==> config.mk <==
export PLATFORM = sky130hd
export DESIGN_NAME = iodi_diag_irq
export DESIGN_NICKNAME = d
export VERILOG_FILES = /design/src/pkg/iodi_pkg.sv /design/src/logic/iodi_us_ticker.sv /design/src/logic/iodi_diag_irq.sv
export VERILOG_INCLUDE_DIRS = /design/src /design/src/pkg
export SDC_FILE = /design/constraint.sdc
export NUM_CORES = 1
export LEC_CHECK = 0
export BUFFER_PORTS_ARGS = -buffer_cell sky130_fd_sc_hd__buf_4
export CORE_MARGIN = 10
export CORE_UTILIZATION = 45
export CTS_BUF_LIST = sky130_fd_sc_hd__clkbuf_8
export CTS_CLUSTER_SIZE = 25
export DETAILED_ROUTE_END_ITERATION = 8
export PLACE_DENSITY = 0.68
export SETUP_SLACK_MARGIN = 0.3
export SYNTH_ARGS = -nofsm -noshare
export SYNTH_HDL_FRONTEND = slang
export SYNTH_SLANG_ARGS = --single-unit
==> constraint.sdc <==
create_clock -name clock -period 2.2 [get_ports clock]
set_input_delay 0.11 -clock clock [delete_from_list [all_inputs] [get_ports clock]]
set_output_delay 0.11 -clock clock [all_outputs]
set_load 0.005 [all_outputs]
==> src/pkg/iodi_map.svh <==
// Constants of the diagnostics and interrupt block: selectors, byte layout, fields, timing.
`ifndef IODI_MAP_SVH
`define IODI_MAP_SVH
`define IODI_SEL_DIAG_REC   16'h0001
`define IODI_SEL_DIAG_SHORT 16'h0000
`define IODI_SEL_DIAG_OBJ   16'h2F01
`define IODI_SEL_SHORT_OBJ  16'h2F00
`define IODI_SEL_DIAG_FB    16'h5005
`define IODI_SEL_PROC_FB    16'h5000
`define IODI_B_SUMMARY      5'h00
`define IODI_B_MODULE_INFO  5'h01
`define IODI_B_SPARE        5'h02
`define IODI_B_INTERNAL     5'h03
`define IODI_B_CHAN_KIND    5'h04
`define IODI_B_DIAG_BITS    5'h05
`define IODI_B_CHAN_COUNT   5'h06
`define IODI_B_GROUP_ERR    5'h07
`define IODI_B_CHAN0_ERR    5'h08
`define IODI_B_SPARE_ERR    5'h0C
`define IODI_B_TIME0        5'h10
`define IODI_REC_LEN        5'h14
`define IODI_SHORT_LEN      5'h04
`define IODI_PROC_LEN       5'h04
`define IODI_SUM_MODFAIL    0
`define IODI_SUM_INTERNAL   1
`define IODI_SUM_EXTERNAL   2
`define IODI_SUM_CHANNEL    3
`define IODI_SUM_AUX        4
`define IODI_SUM_PARAM      7
`define IODI_INT_BUFOVF     3
`define IODI_INT_COMM       4
`define IODI_INT_LOST       6
`define IODI_CH_CFG         0
`define IODI_CH_LOST        5
`define IODI_CH_UNDER       6
`define IODI_CH_OVER        7
`define IODI_RST_ZERO       8'h00
`define IODI_RST_MODULE_INFO 8'h15
`define IODI_RST_CHAN_KIND  8'h71
`define IODI_RST_DIAG_BITS  8'h08
`define IODI_RST_CHAN_COUNT 8'h04
`define IODI_US_NS          1000
`define IODI_CLK_PERIOD_NS  5
`define IODI_US_CYCLES      (`IODI_US_NS / `IODI_CLK_PERIOD_NS)
`endif

==> src/pkg/iodi_pkg.sv <==
// Types of the diagnostics and interrupt block.
package iodi_pkg;
   typedef enum logic [1:0] {
      IODI_IDLE   = 2'b00,
      IODI_ACTIVE = 2'b01
   } iodi_diag_state_type;
endpackage : iodi_pkg

==> src/logic/iodi_us_ticker.sv <==
// Free-running microsecond ticker with its clock divider.
`timescale 1ns/1ps
`include "iodi_map.svh"
module iodi_us_ticker (
   input  wire logic        clock,
   input  wire logic        reset_n,
   output logic [31:0]      us_count,
   output logic             us_tick
);
   import iodi_pkg::*;
   localparam logic [7:0] DIV_LAST = 8'(`IODI_US_CYCLES - 1);
   logic [7:0] div_q;

   always_ff @(posedge clock or negedge reset_n) begin
      if (!reset_n) begin
         div_q <= 8'h00;
      end else if (div_q == DIV_LAST) begin
         div_q <= 8'h00;
      end else begin
         div_q <= div_q + 8'h01;
      end
   end

   assign us_tick = (div_q == DIV_LAST);

   // Wraps to zero naturally after the all-ones count.
   always_ff @(posedge clock or negedge reset_n) begin
      if (!reset_n) begin
         us_count <= 32'h0000_0000;
      end else if (us_tick) begin
         us_count <= us_count + 32'h0000_0001;
      end
   end

   chk_ticker_step: assert property (@(posedge clock) disable iff (!reset_n)
      us_tick |=> us_count == $past(us_count) + 32'h0000_0001)
      else $error("Microsecond ticker did not advance by one.");
endmodule : iodi_us_ticker

==> src/logic/iodi_diag_irq.sv <==
// Diagnostics and interrupt logic of a four-channel analog input module.
`timescale 1ns/1ps
`include "iodi_map.svh"
module iodi_diag_irq (
   input  wire logic                         clock,
   input  wire logic                         reset_n,
   input  wire logic                         diag_irq_enable,
   input  wire logic [3:0]                   limit_enable,
   input  wire logic [3:0]                   over_limit,
   input  wire logic [3:0]                   under_limit,
   input  wire logic                         proc_irq_ack,
   input  wire logic [3:0]                   cfg_error,
   input  wire logic [3:0]                   range_over,
   input  wire logic [3:0]                   range_under,
   input  wire logic                         supply_fail,
   input  wire logic                         buffer_overflow,
   input  wire logic                         comm_error,
   input  wire logic                         rd_req,
   input  wire logic [15:0]                  rd_select,
   input  wire logic [4:0]                   rd_byte,
   output logic                              proc_irq,
   output logic [7:0]                        limit_over_flags,
   output logic [7:0]                        limit_under_flags,
   output logic [15:0]                       irq_time_low,
   output logic                              diag_incoming,
   output logic                              diag_going,
   output logic                              fault_indicator,
   output iodi_pkg::iodi_diag_state_type     diag_state,
   output logic                              rd_valid,
   output logic [7:0]                        rd_data,
   output logic                              rd_error
);
   import iodi_pkg::*;

   // ************************************************************
   // Ticker
   // ************************************************************
   logic [31:0] us_count;

   iodi_us_ticker u_ticker (
      .clock    (clock),
      .reset_n  (reset_n),
      .us_count (us_count),
      .us_tick  ()
   );

   // ************************************************************
   // Process interrupts
   // ************************************************************
   logic [3:0] over_prev_q;
   logic [3:0] under_prev_q;
   logic [3:0] over_evt;
   logic [3:0] under_evt;
   logic [3:0] pend_over;
   logic [3:0] pend_under;
   logic [3:0] lost_q;
   logic [3:0] lost_d;
   logic       any_evt;

   // Edges rather than levels, so a value sitting beyond its limit
   // raises one interrupt instead of one every cycle.
   assign over_evt  = over_limit & ~over_prev_q & limit_enable;
   assign under_evt = under_limit & ~under_prev_q & limit_enable;
   assign any_evt   = |{over_evt, under_evt};
   assign pend_over  = limit_over_flags[3:0];
   assign pend_under = limit_under_flags[3:0];

   always_ff @(posedge clock or negedge reset_n) begin
      if (!reset_n) begin
         over_prev_q  <= 4'h0;
         under_prev_q <= 4'h0;
      end else begin
         over_prev_q  <= over_limit;
         under_prev_q <= under_limit;
      end
   end

   // A new event wins over an acknowledge in the same cycle.
   always_ff @(posedge clock or negedge reset_n) begin
      if (!reset_n) begin
         limit_over_flags  <= `IODI_RST_ZERO;
         limit_under_flags <= `IODI_RST_ZERO;
      end else begin
         limit_over_flags[7:4]  <= 4'h0;
         limit_under_flags[7:4] <= 4'h0;
         if (proc_irq_ack) begin
            limit_over_flags[3:0]  <= over_evt;
            limit_under_flags[3:0] <= under_evt;
         end else begin
            limit_over_flags[3:0]  <= pend_over | over_evt;
            limit_under_flags[3:0] <= pend_under | under_evt;
         end
      end
   end

   // The stamp belongs to the event that opened the interrupt.
   always_ff @(posedge clock or negedge reset_n) begin
      if (!reset_n) begin
         irq_time_low <= 16'h0000;
      end else if (any_evt && (!proc_irq || proc_irq_ack)) begin
         irq_time_low <= us_count[15:0];
      end
   end

   assign proc_irq = |{pend_over, pend_under};

   // An event on a channel whose flag is still unacknowledged is lost.
   always_comb begin
      lost_d = lost_q;
      if (proc_irq_ack) begin
         lost_d = 4'h0;
      end
      lost_d = lost_d | (over_evt & pend_over) | (under_evt & pend_under);
   end

   always_ff @(posedge clock or negedge reset_n) begin
      if (!reset_n) begin
         lost_q <= 4'h0;
      end else begin
         lost_q <= lost_d;
      end
   end

   // ************************************************************
   // Live fault picture
   // ************************************************************
   logic [7:0] chan_live [4];
   logic [3:0] group_live;
   logic [7:0] summary_live;
   logic [7:0] internal_live;
   logic       any_fault;

   always_comb begin
      for (int c = 0; c < 4; c++) begin
         chan_live[c] = `IODI_RST_ZERO;
         chan_live[c][`IODI_CH_CFG]   = cfg_error[c];
         chan_live[c][`IODI_CH_LOST]  = lost_q[c];
         chan_live[c][`IODI_CH_UNDER] = range_under[c];
         chan_live[c][`IODI_CH_OVER]  = range_over[c];
         group_live[c] = |chan_live[c];
      end
   end

   always_comb begin
      internal_live = `IODI_RST_ZERO;
      internal_live[`IODI_INT_BUFOVF] = buffer_overflow;
      internal_live[`IODI_INT_COMM]   = comm_error;
      internal_live[`IODI_INT_LOST]   = |lost_q;
      any_fault = |{group_live, supply_fail, buffer_overflow, comm_error};
      summary_live = `IODI_RST_ZERO;
      summary_live[`IODI_SUM_MODFAIL]  = any_fault;
      summary_live[`IODI_SUM_INTERNAL] = |internal_live;
      summary_live[`IODI_SUM_EXTERNAL] = |{range_over, range_under,
                                           supply_fail};
      summary_live[`IODI_SUM_CHANNEL]  = |group_live;
      summary_live[`IODI_SUM_AUX]      = supply_fail;
      summary_live[`IODI_SUM_PARAM]    = |cfg_error;
   end

   // ************************************************************
   // Diagnostic window
   // ************************************************************
   iodi_diag_state_type state_q;
   iodi_diag_state_type state_d;
   logic                open_win;
   logic                close_win;

   always_comb begin
      state_d   = state_q;
      open_win  = 1'b0;
      close_win = 1'b0;
      case (state_q)
         IODI_IDLE: begin
            if (any_fault) begin
               state_d  = IODI_ACTIVE;
               open_win = 1'b1;
            end
         end
         IODI_ACTIVE: begin
            if (!any_fault) begin
               state_d   = IODI_IDLE;
               close_win = 1'b1;
            end
         end
         default: begin
            state_d = IODI_IDLE;
         end
      endcase
   end

   always_ff @(posedge clock or negedge reset_n) begin
      if (!reset_n) begin
         state_q <= IODI_IDLE;
      end else begin
         state_q <= state_d;
      end
   end

   // The pulses are gated by the enable; the window itself always runs,
   // so the record and indicator stay truthful with interrupts switched off.
   always_ff @(posedge clock or negedge reset_n) begin
      if (!reset_n) begin
         diag_incoming <= 1'b0;
         diag_going    <= 1'b0;
      end else begin
         diag_incoming <= open_win && diag_irq_enable;
         diag_going    <= close_win && diag_irq_enable;
      end
   end

   assign fault_indicator = (state_q == IODI_ACTIVE);
   assign diag_state      = state_q;

   // ************************************************************
   // Diagnostic record
   // ************************************************************
   logic [7:0]  summary_q;
   logic [7:0]  internal_q;
   logic [7:0]  group_q;
   logic [7:0]  chan_err_q [4];
   logic [31:0] diag_time_q;

   // Snapshot on opening only: later events in the window are dropped.
   always_ff @(posedge clock or negedge reset_n) begin
      if (!reset_n) begin
         summary_q   <= `IODI_RST_ZERO;
         internal_q  <= `IODI_RST_ZERO;
         group_q     <= `IODI_RST_ZERO;
         diag_time_q <= 32'h0000_0000;
         for (int c = 0; c < 4; c++) begin
            chan_err_q[c] <= `IODI_RST_ZERO;
         end
      end else if (open_win) begin
         summary_q   <= summary_live;
         internal_q  <= internal_live;
         group_q     <= {4'h0, group_live};
         diag_time_q <= us_count;
         for (int c = 0; c < 4; c++) begin
            chan_err_q[c] <= chan_live[c];
         end
      end else if (close_win) begin
         summary_q  <= `IODI_RST_ZERO;
         internal_q <= `IODI_RST_ZERO;
         group_q    <= `IODI_RST_ZERO;
         for (int c = 0; c < 4; c++) begin
            chan_err_q[c] <= `IODI_RST_ZERO;
         end
      end
   end

   // ************************************************************
   // Record read port
   // ************************************************************
   logic       sel_full;
   logic       sel_short;
   logic       sel_proc;
   logic [7:0] rec_byte;
   logic [7:0] proc_byte;
   logic [7:0] rd_data_d;
   logic       rd_error_d;

   assign sel_full  = (rd_select == `IODI_SEL_DIAG_REC) ||
                      (rd_select == `IODI_SEL_DIAG_OBJ) ||
                      (rd_select == `IODI_SEL_DIAG_FB);
   assign sel_short = (rd_select == `IODI_SEL_DIAG_SHORT) ||
                      (rd_select == `IODI_SEL_SHORT_OBJ);
   assign sel_proc  = (rd_select == `IODI_SEL_PROC_FB);

   always_comb begin
      rec_byte = `IODI_RST_ZERO;
      case (rd_byte)
         `IODI_B_SUMMARY:     rec_byte = summary_q;
         `IODI_B_MODULE_INFO: rec_byte = `IODI_RST_MODULE_INFO;
         `IODI_B_SPARE:       rec_byte = `IODI_RST_ZERO;
         `IODI_B_INTERNAL:    rec_byte = internal_q;
         `IODI_B_CHAN_KIND:   rec_byte = `IODI_RST_CHAN_KIND;
         `IODI_B_DIAG_BITS:   rec_byte = `IODI_RST_DIAG_BITS;
         `IODI_B_CHAN_COUNT:  rec_byte = `IODI_RST_CHAN_COUNT;
         `IODI_B_GROUP_ERR:   rec_byte = group_q;
         default: begin
            if (rd_byte >= `IODI_B_TIME0 && rd_byte < `IODI_REC_LEN) begin
               rec_byte = diag_time_q[8*(rd_byte - `IODI_B_TIME0) +: 8];
            end else if (rd_byte >= `IODI_B_CHAN0_ERR &&
                         rd_byte < `IODI_B_SPARE_ERR) begin
               rec_byte = chan_err_q[2'(rd_byte - `IODI_B_CHAN0_ERR)];
            end else begin
               rec_byte = `IODI_RST_ZERO;
            end
         end
      endcase
   end

   always_comb begin
      case (rd_byte[1:0])
         2'h0:    proc_byte = limit_over_flags;
         2'h1:    proc_byte = limit_under_flags;
         2'h2:    proc_byte = irq_time_low[7:0];
         default: proc_byte = irq_time_low[15:8];
      endcase
   end

   // Out-of-range bytes read zero and are flagged, never wrap around.
   always_comb begin
      rd_data_d  = `IODI_RST_ZERO;
      rd_error_d = 1'b1;
      if (sel_full && rd_byte < `IODI_REC_LEN) begin
         rd_data_d  = rec_byte;
         rd_error_d = 1'b0;
      end else if (sel_short && rd_byte < `IODI_SHORT_LEN) begin
         rd_data_d  = rec_byte;
         rd_error_d = 1'b0;
      end else if (sel_proc && rd_byte < `IODI_PROC_LEN) begin
         rd_data_d  = proc_byte;
         rd_error_d = 1'b0;
      end
   end

   always_ff @(posedge clock or negedge reset_n) begin
      if (!reset_n) begin
         rd_valid <= 1'b0;
         rd_data  <= `IODI_RST_ZERO;
         rd_error <= 1'b0;
      end else begin
         rd_valid <= rd_req;
         if (rd_req) begin
            rd_data  <= rd_data_d;
            rd_error <= rd_error_d;
         end
      end
   end

   // ************************************************************
   // Checks
   // ************************************************************
   chk_flags_reserved: assert property (@(posedge clock) disable iff (!reset_n)
      limit_over_flags[7:4] == 4'h0 && limit_under_flags[7:4] == 4'h0)
      else $error("Reserved limit flag bits are set.");

   chk_over_sets: assert property (@(posedge clock) disable iff (!reset_n)
      over_limit[0] && !$past(over_limit[0]) && limit_enable[0]
      |=> ##0 limit_over_flags[0] && proc_irq)
      else $error("Enabled overflow edge did not raise its flag.");

   chk_disabled_quiet: assert property (@(posedge clock) disable iff (!reset_n)
      !limit_enable[1] && !limit_under_flags[1] |=> !limit_under_flags[1])
      else $error("Disabled channel raised an underflow flag.");

   chk_time_capture: assert property (@(posedge clock) disable iff (!reset_n)
      any_evt && !proc_irq |=> irq_time_low == $past(us_count[15:0]))
      else $error("Process stamp does not match the ticker.");

   chk_incoming: assert property (@(posedge clock) disable iff (!reset_n)
      state_q == IODI_IDLE && any_fault && diag_irq_enable
      |=> diag_incoming && fault_indicator && diag_time_q == $past(us_count))
      else $error("Incoming pulse or stamp missing on a new fault.");

   chk_going_clear: assert property (@(posedge clock) disable iff (!reset_n)
      diag_going |-> summary_q == 8'h00 && group_q == 8'h00 && !fault_indicator)
      else $error("Record not cleared with the going pulse.");

   chk_frozen: assert property (@(posedge clock) disable iff (!reset_n)
      state_q == IODI_ACTIVE && any_fault |=> $stable(summary_q) && $stable(group_q))
      else $error("Record changed inside the diagnostic window.");

   chk_short_read: assert property (@(posedge clock) disable iff (!reset_n)
      rd_req && rd_select == 16'h0000 && rd_byte >= 5'h04
      |=> rd_valid && rd_error && rd_data == 8'h00)
      else $error("Short read returned more than four bytes.");

   chk_module_info: assert property (@(posedge clock) disable iff (!reset_n)
      rd_req && rd_select == 16'h2F01 && rd_byte == 5'h01 |=> rd_data == 8'h15)
      else $error("Module info byte is not 15h.");

   cov_full_window: cover property (@(posedge clock) disable iff (!reset_n)
      diag_incoming ##[1:50] diag_going);
   cov_lost_irq: cover property (@(posedge clock) disable iff (!reset_n)
      $rose(lost_q[0]));
   cov_proc_read: cover property (@(posedge clock) disable iff (!reset_n)
      proc_irq ##1 rd_req && sel_proc);
endmodule : iodi_diag_irq

==> impl_metrics.ini <==
[status]
status = finished, final reports clean

[sta]
finalMaxSlewViolations = 0
period_needed_ns = 2.17
slew_headroom = 0.565
skew_ns = 0.0170
hold_viol_final = 0
setup_slack_ns = 0.0346
worst_pin_slew_ns = 0.646
setup_viol = 0
fmax_mhz = 462
rsz0062_at_grt = yes
period_share = 0.984

[min_path]
hp-class = in -> reg
hold_depth = 3
hold_end = rd_data[2]
hp-start = rd_byte[3]

[drt]
wire_per_inst_um = 20.6
ant_nets = 0
drt_iter0_drc = 477
wl_met1_um = 8270
drt-pass1-iter-count = 5
drt-total-wl_um = 21000
drc = 0
highest_layer = met4
avgViaCountPerCell = 5.67
met2_length_um = 10700
route.vias.total = 5793
route.met3.wl_um = 1230

[power_and_ir_drop]
p_seq_frac = 0.385
powerDensity_nw_per_um2 = 863
power.switching_mw = 2.67
p_sw_frac = 0.310
power_frac_comb = 0.358
p_int_mw = 5.94
leakagePower_nw = 4.83
peakVddDrop_v = 0.000572
pwr-share-clk = 0.257

[logic_synthesis]
synth_common_cells = dfrtp_1 (150), nand2_1 (86), mux2_2 (51), o21ai_0 (45), nor2_1 (22)
synthFlopType = dfrtp_1
yosysTopAreaCellShare = 0.531
synth_edf_count = 0
synth.distinct_cells = 60
seq_area_frac_synth = 0.531
ys.warnings.count = 0
avgSynthCellArea_um2 = 11.4
ys_async_sr_fraction = 1.00
synth.ff_latch_count = 150
synth_area_leaders = dfrtp_1 (53%), mux2_2 (8.1%), mux4_2 (5.1%), nand2_1 (4.6%), o21ai_0 (3.2%)
synth_area_um2 = 7080
synth_area_leader_cell = dfrtp_1
yosysMostFrequentCell = dfrtp_1
netlist_instances = 621

[cts]
cts_sinks = 150
cts_buffers = 17
cts_buffer_depth = 2
htreeDepth = 4
cts_root_buffer = clkbuf_8
clk_pin_slew_ns = 0.08
cts_tree = done
clk_latency_ns = 0.46

[placed_design]
pre_cts_ws_ns = -0.0294
place_congestion = 0.870
port_buffers = 91
dpl.hpwl_um = 13300

[critical_path]
start_kind = primary input
max_stage_delay_ns = 0.56
reg2reg_to = diag_time_q[26]
critPathSlowestCell = dlygate4sd3_1
crit_fanout = 9
critPathKind = in -> reg
cp.arrival_ns = 2.51
r2r_start = lost_q[0]
critPathRequiredTime_ns = 2.54
path_cells = dlygate4sd3_1 -> buf_4 -> nor4_1 -> nand2_1 -> nor2_1 -> nand2_2 -> ha_4 -> buf_12 -> clkbuf_16 -> mux2_2
setup.worst_path.start = range_over[2]
end_kind = flop
r2r_cells = 9
rrSetupSlack_ns = 0.04

[global_routing]
grt_max_degree = 63
grt_pass1_vias = 5920
grt_util_all_layers = 0.184
grt_pass1_wl_um = 31600
antenna_found_initial = 1
grt_overflow = 0

[final_layout]
layout.nets = 854
syn_to_final_growth_pct = 41.1
final_util = 0.652
drive_gt1_frac = 0.441

[floorplan]
die_y_um = 145
dieWidth_um = 145
core_um2 = 15300
num_rows = 45
io_pins = 101
dieArea_um2 = 21100
initial_core_util = 0.462

[flow_run]
cap_violations = 0
power by group through the flow:
stage / sequential [mW] / clock, mW / combinational [mW]
2_1_floorplan: 3.21 / 0 / 0.897
3_3_place_gp: 3.24 / 0 / 1.34
3_5_place_dp: 3.26 / 0 / 1.38
4_1_cts: 3.21 / 2.22 / 2.01
5_1_grt: 3.35 / 2.38 / 3.22
6_report: 3.32 / 2.21 / 3.08
critical path: cells and delay by family:
family                   cells  cell delay [ns]
adder cells (fa/ha/maj)      1             0.22
buffers and inverters        4             1.01
multiplexers                 1             0.26
AND/OR/NAND/NOR              4             0.88
sequential cells by signal (all words and copies together), names as in the netlist, 6 cells and up:
| register | count |
|---|---|
| irq_time_low | 16 |
| chan_err_q | 16 |
| rd_data | 8 |
| summary_q | 6 |
| u_ticker.div_q | 8 |
| u_ticker.us_count | 32 |
| diag_time_q | 32 |
metal layers:
layer  track usage  vias up
li1              -     2554
met1         0.221     2913
met2         0.316      251
met3        0.0413       75
met4        0.0703        0
met5             0        -
stage by stage:
stage | std cells | total power [mW] | instance area, µm² | hold slack [ns] | setup TNS [ns]
CTS | 1004 | 7.45 | 9330 | 0.0553 | 0
detailed placement | 925 | 4.64 | 8200 | 0.133 | -0.0700
global placement | 925 | 4.58 | 8200 | 0.127 | 0
global route | 1021 | 8.95 | 9980 | 0.0690 | -0.439
finish | 1022 | 8.61 | 9990 | 0.0741 | 0
floorplan | 629 | 4.11 | 7170 | -0.186 | 0
layout make-up:
class	instances	area [µm²]
antenna	2	5.00
clock buffer	20	275
clock inverter	11	133
fill	1125	5330
inverter	18	67.6
multi-input combinational	418	3580
sequential	150	3750
tap	211	264
timing repair buffer	192	1900
kinds of logic after synthesis:
group	count (synthesis)	share of synthesized area
AO/OA/AOI/OAI	94	0.0863
other	1	0.000530
flip-flops	150	0.531
AND/OR/NAND/NOR	206	0.156
adder cells (fa/ha/maj)	4	0.00707
XOR/XNOR	36	0.0446
multiplexers	69	0.135
buffers and inverters	61	0.0405
cell usage in the layout (no fill, tap or decap), types with 5 or more instances in the layout:
master and count:
dfrtp_1 150, a22o_1 5, mux2_2 50, buf_12 7
nand3b_1 8, clkbuf_16 7, nor2_1 16, nand3_1 15
dlygate4sd3_1 35, nand2_1 46, nor3_2 5, buf_4 125
conb_1 9, and3_1 9, clkbuf_8 20, a31oi_1 8
inv_1 20, o21ai_0 16, nand2_2 20, xor2_1 17
xnor2_1 16, o21ai_2 19, nand2_4 20, a21oi_1 7
nor2b_1 8, nor4_1 6, o21ai_1 10, buf_6 10
mux4_2 16, nor3_4 7, nand4_1 8
how the worst max path moves through the flow:
| stage | end | slack [ns] | cells past startpoint |
|---|---|---|---|
| 2_1_floorplan | u_ticker.us_count[31] | 0.04 | 8 |
| 3_3_place_gp | u_ticker.us_count[14] | 0.07 | 7 |
| 3_5_place_dp | u_ticker.us_count[14] | -0.03 | 7 |
| 4_1_cts | u_ticker.us_count[21] | 0.1 | 6 |
| 5_1_grt | summary_q[1] | -0.03 | 10 |
| 6_report | diag_time_q[26] | 0.03 | 10 |
timing repair:
item                       CTS  global route
resized for setup           49           115
pin swaps                   25            34
setup buffers                7             9
hold endpoints to repair   103             0
setup endpoints to repair   91           107
cloned                       6             7
hold buffers                35             0
Power figures use the tool's default switching activity.
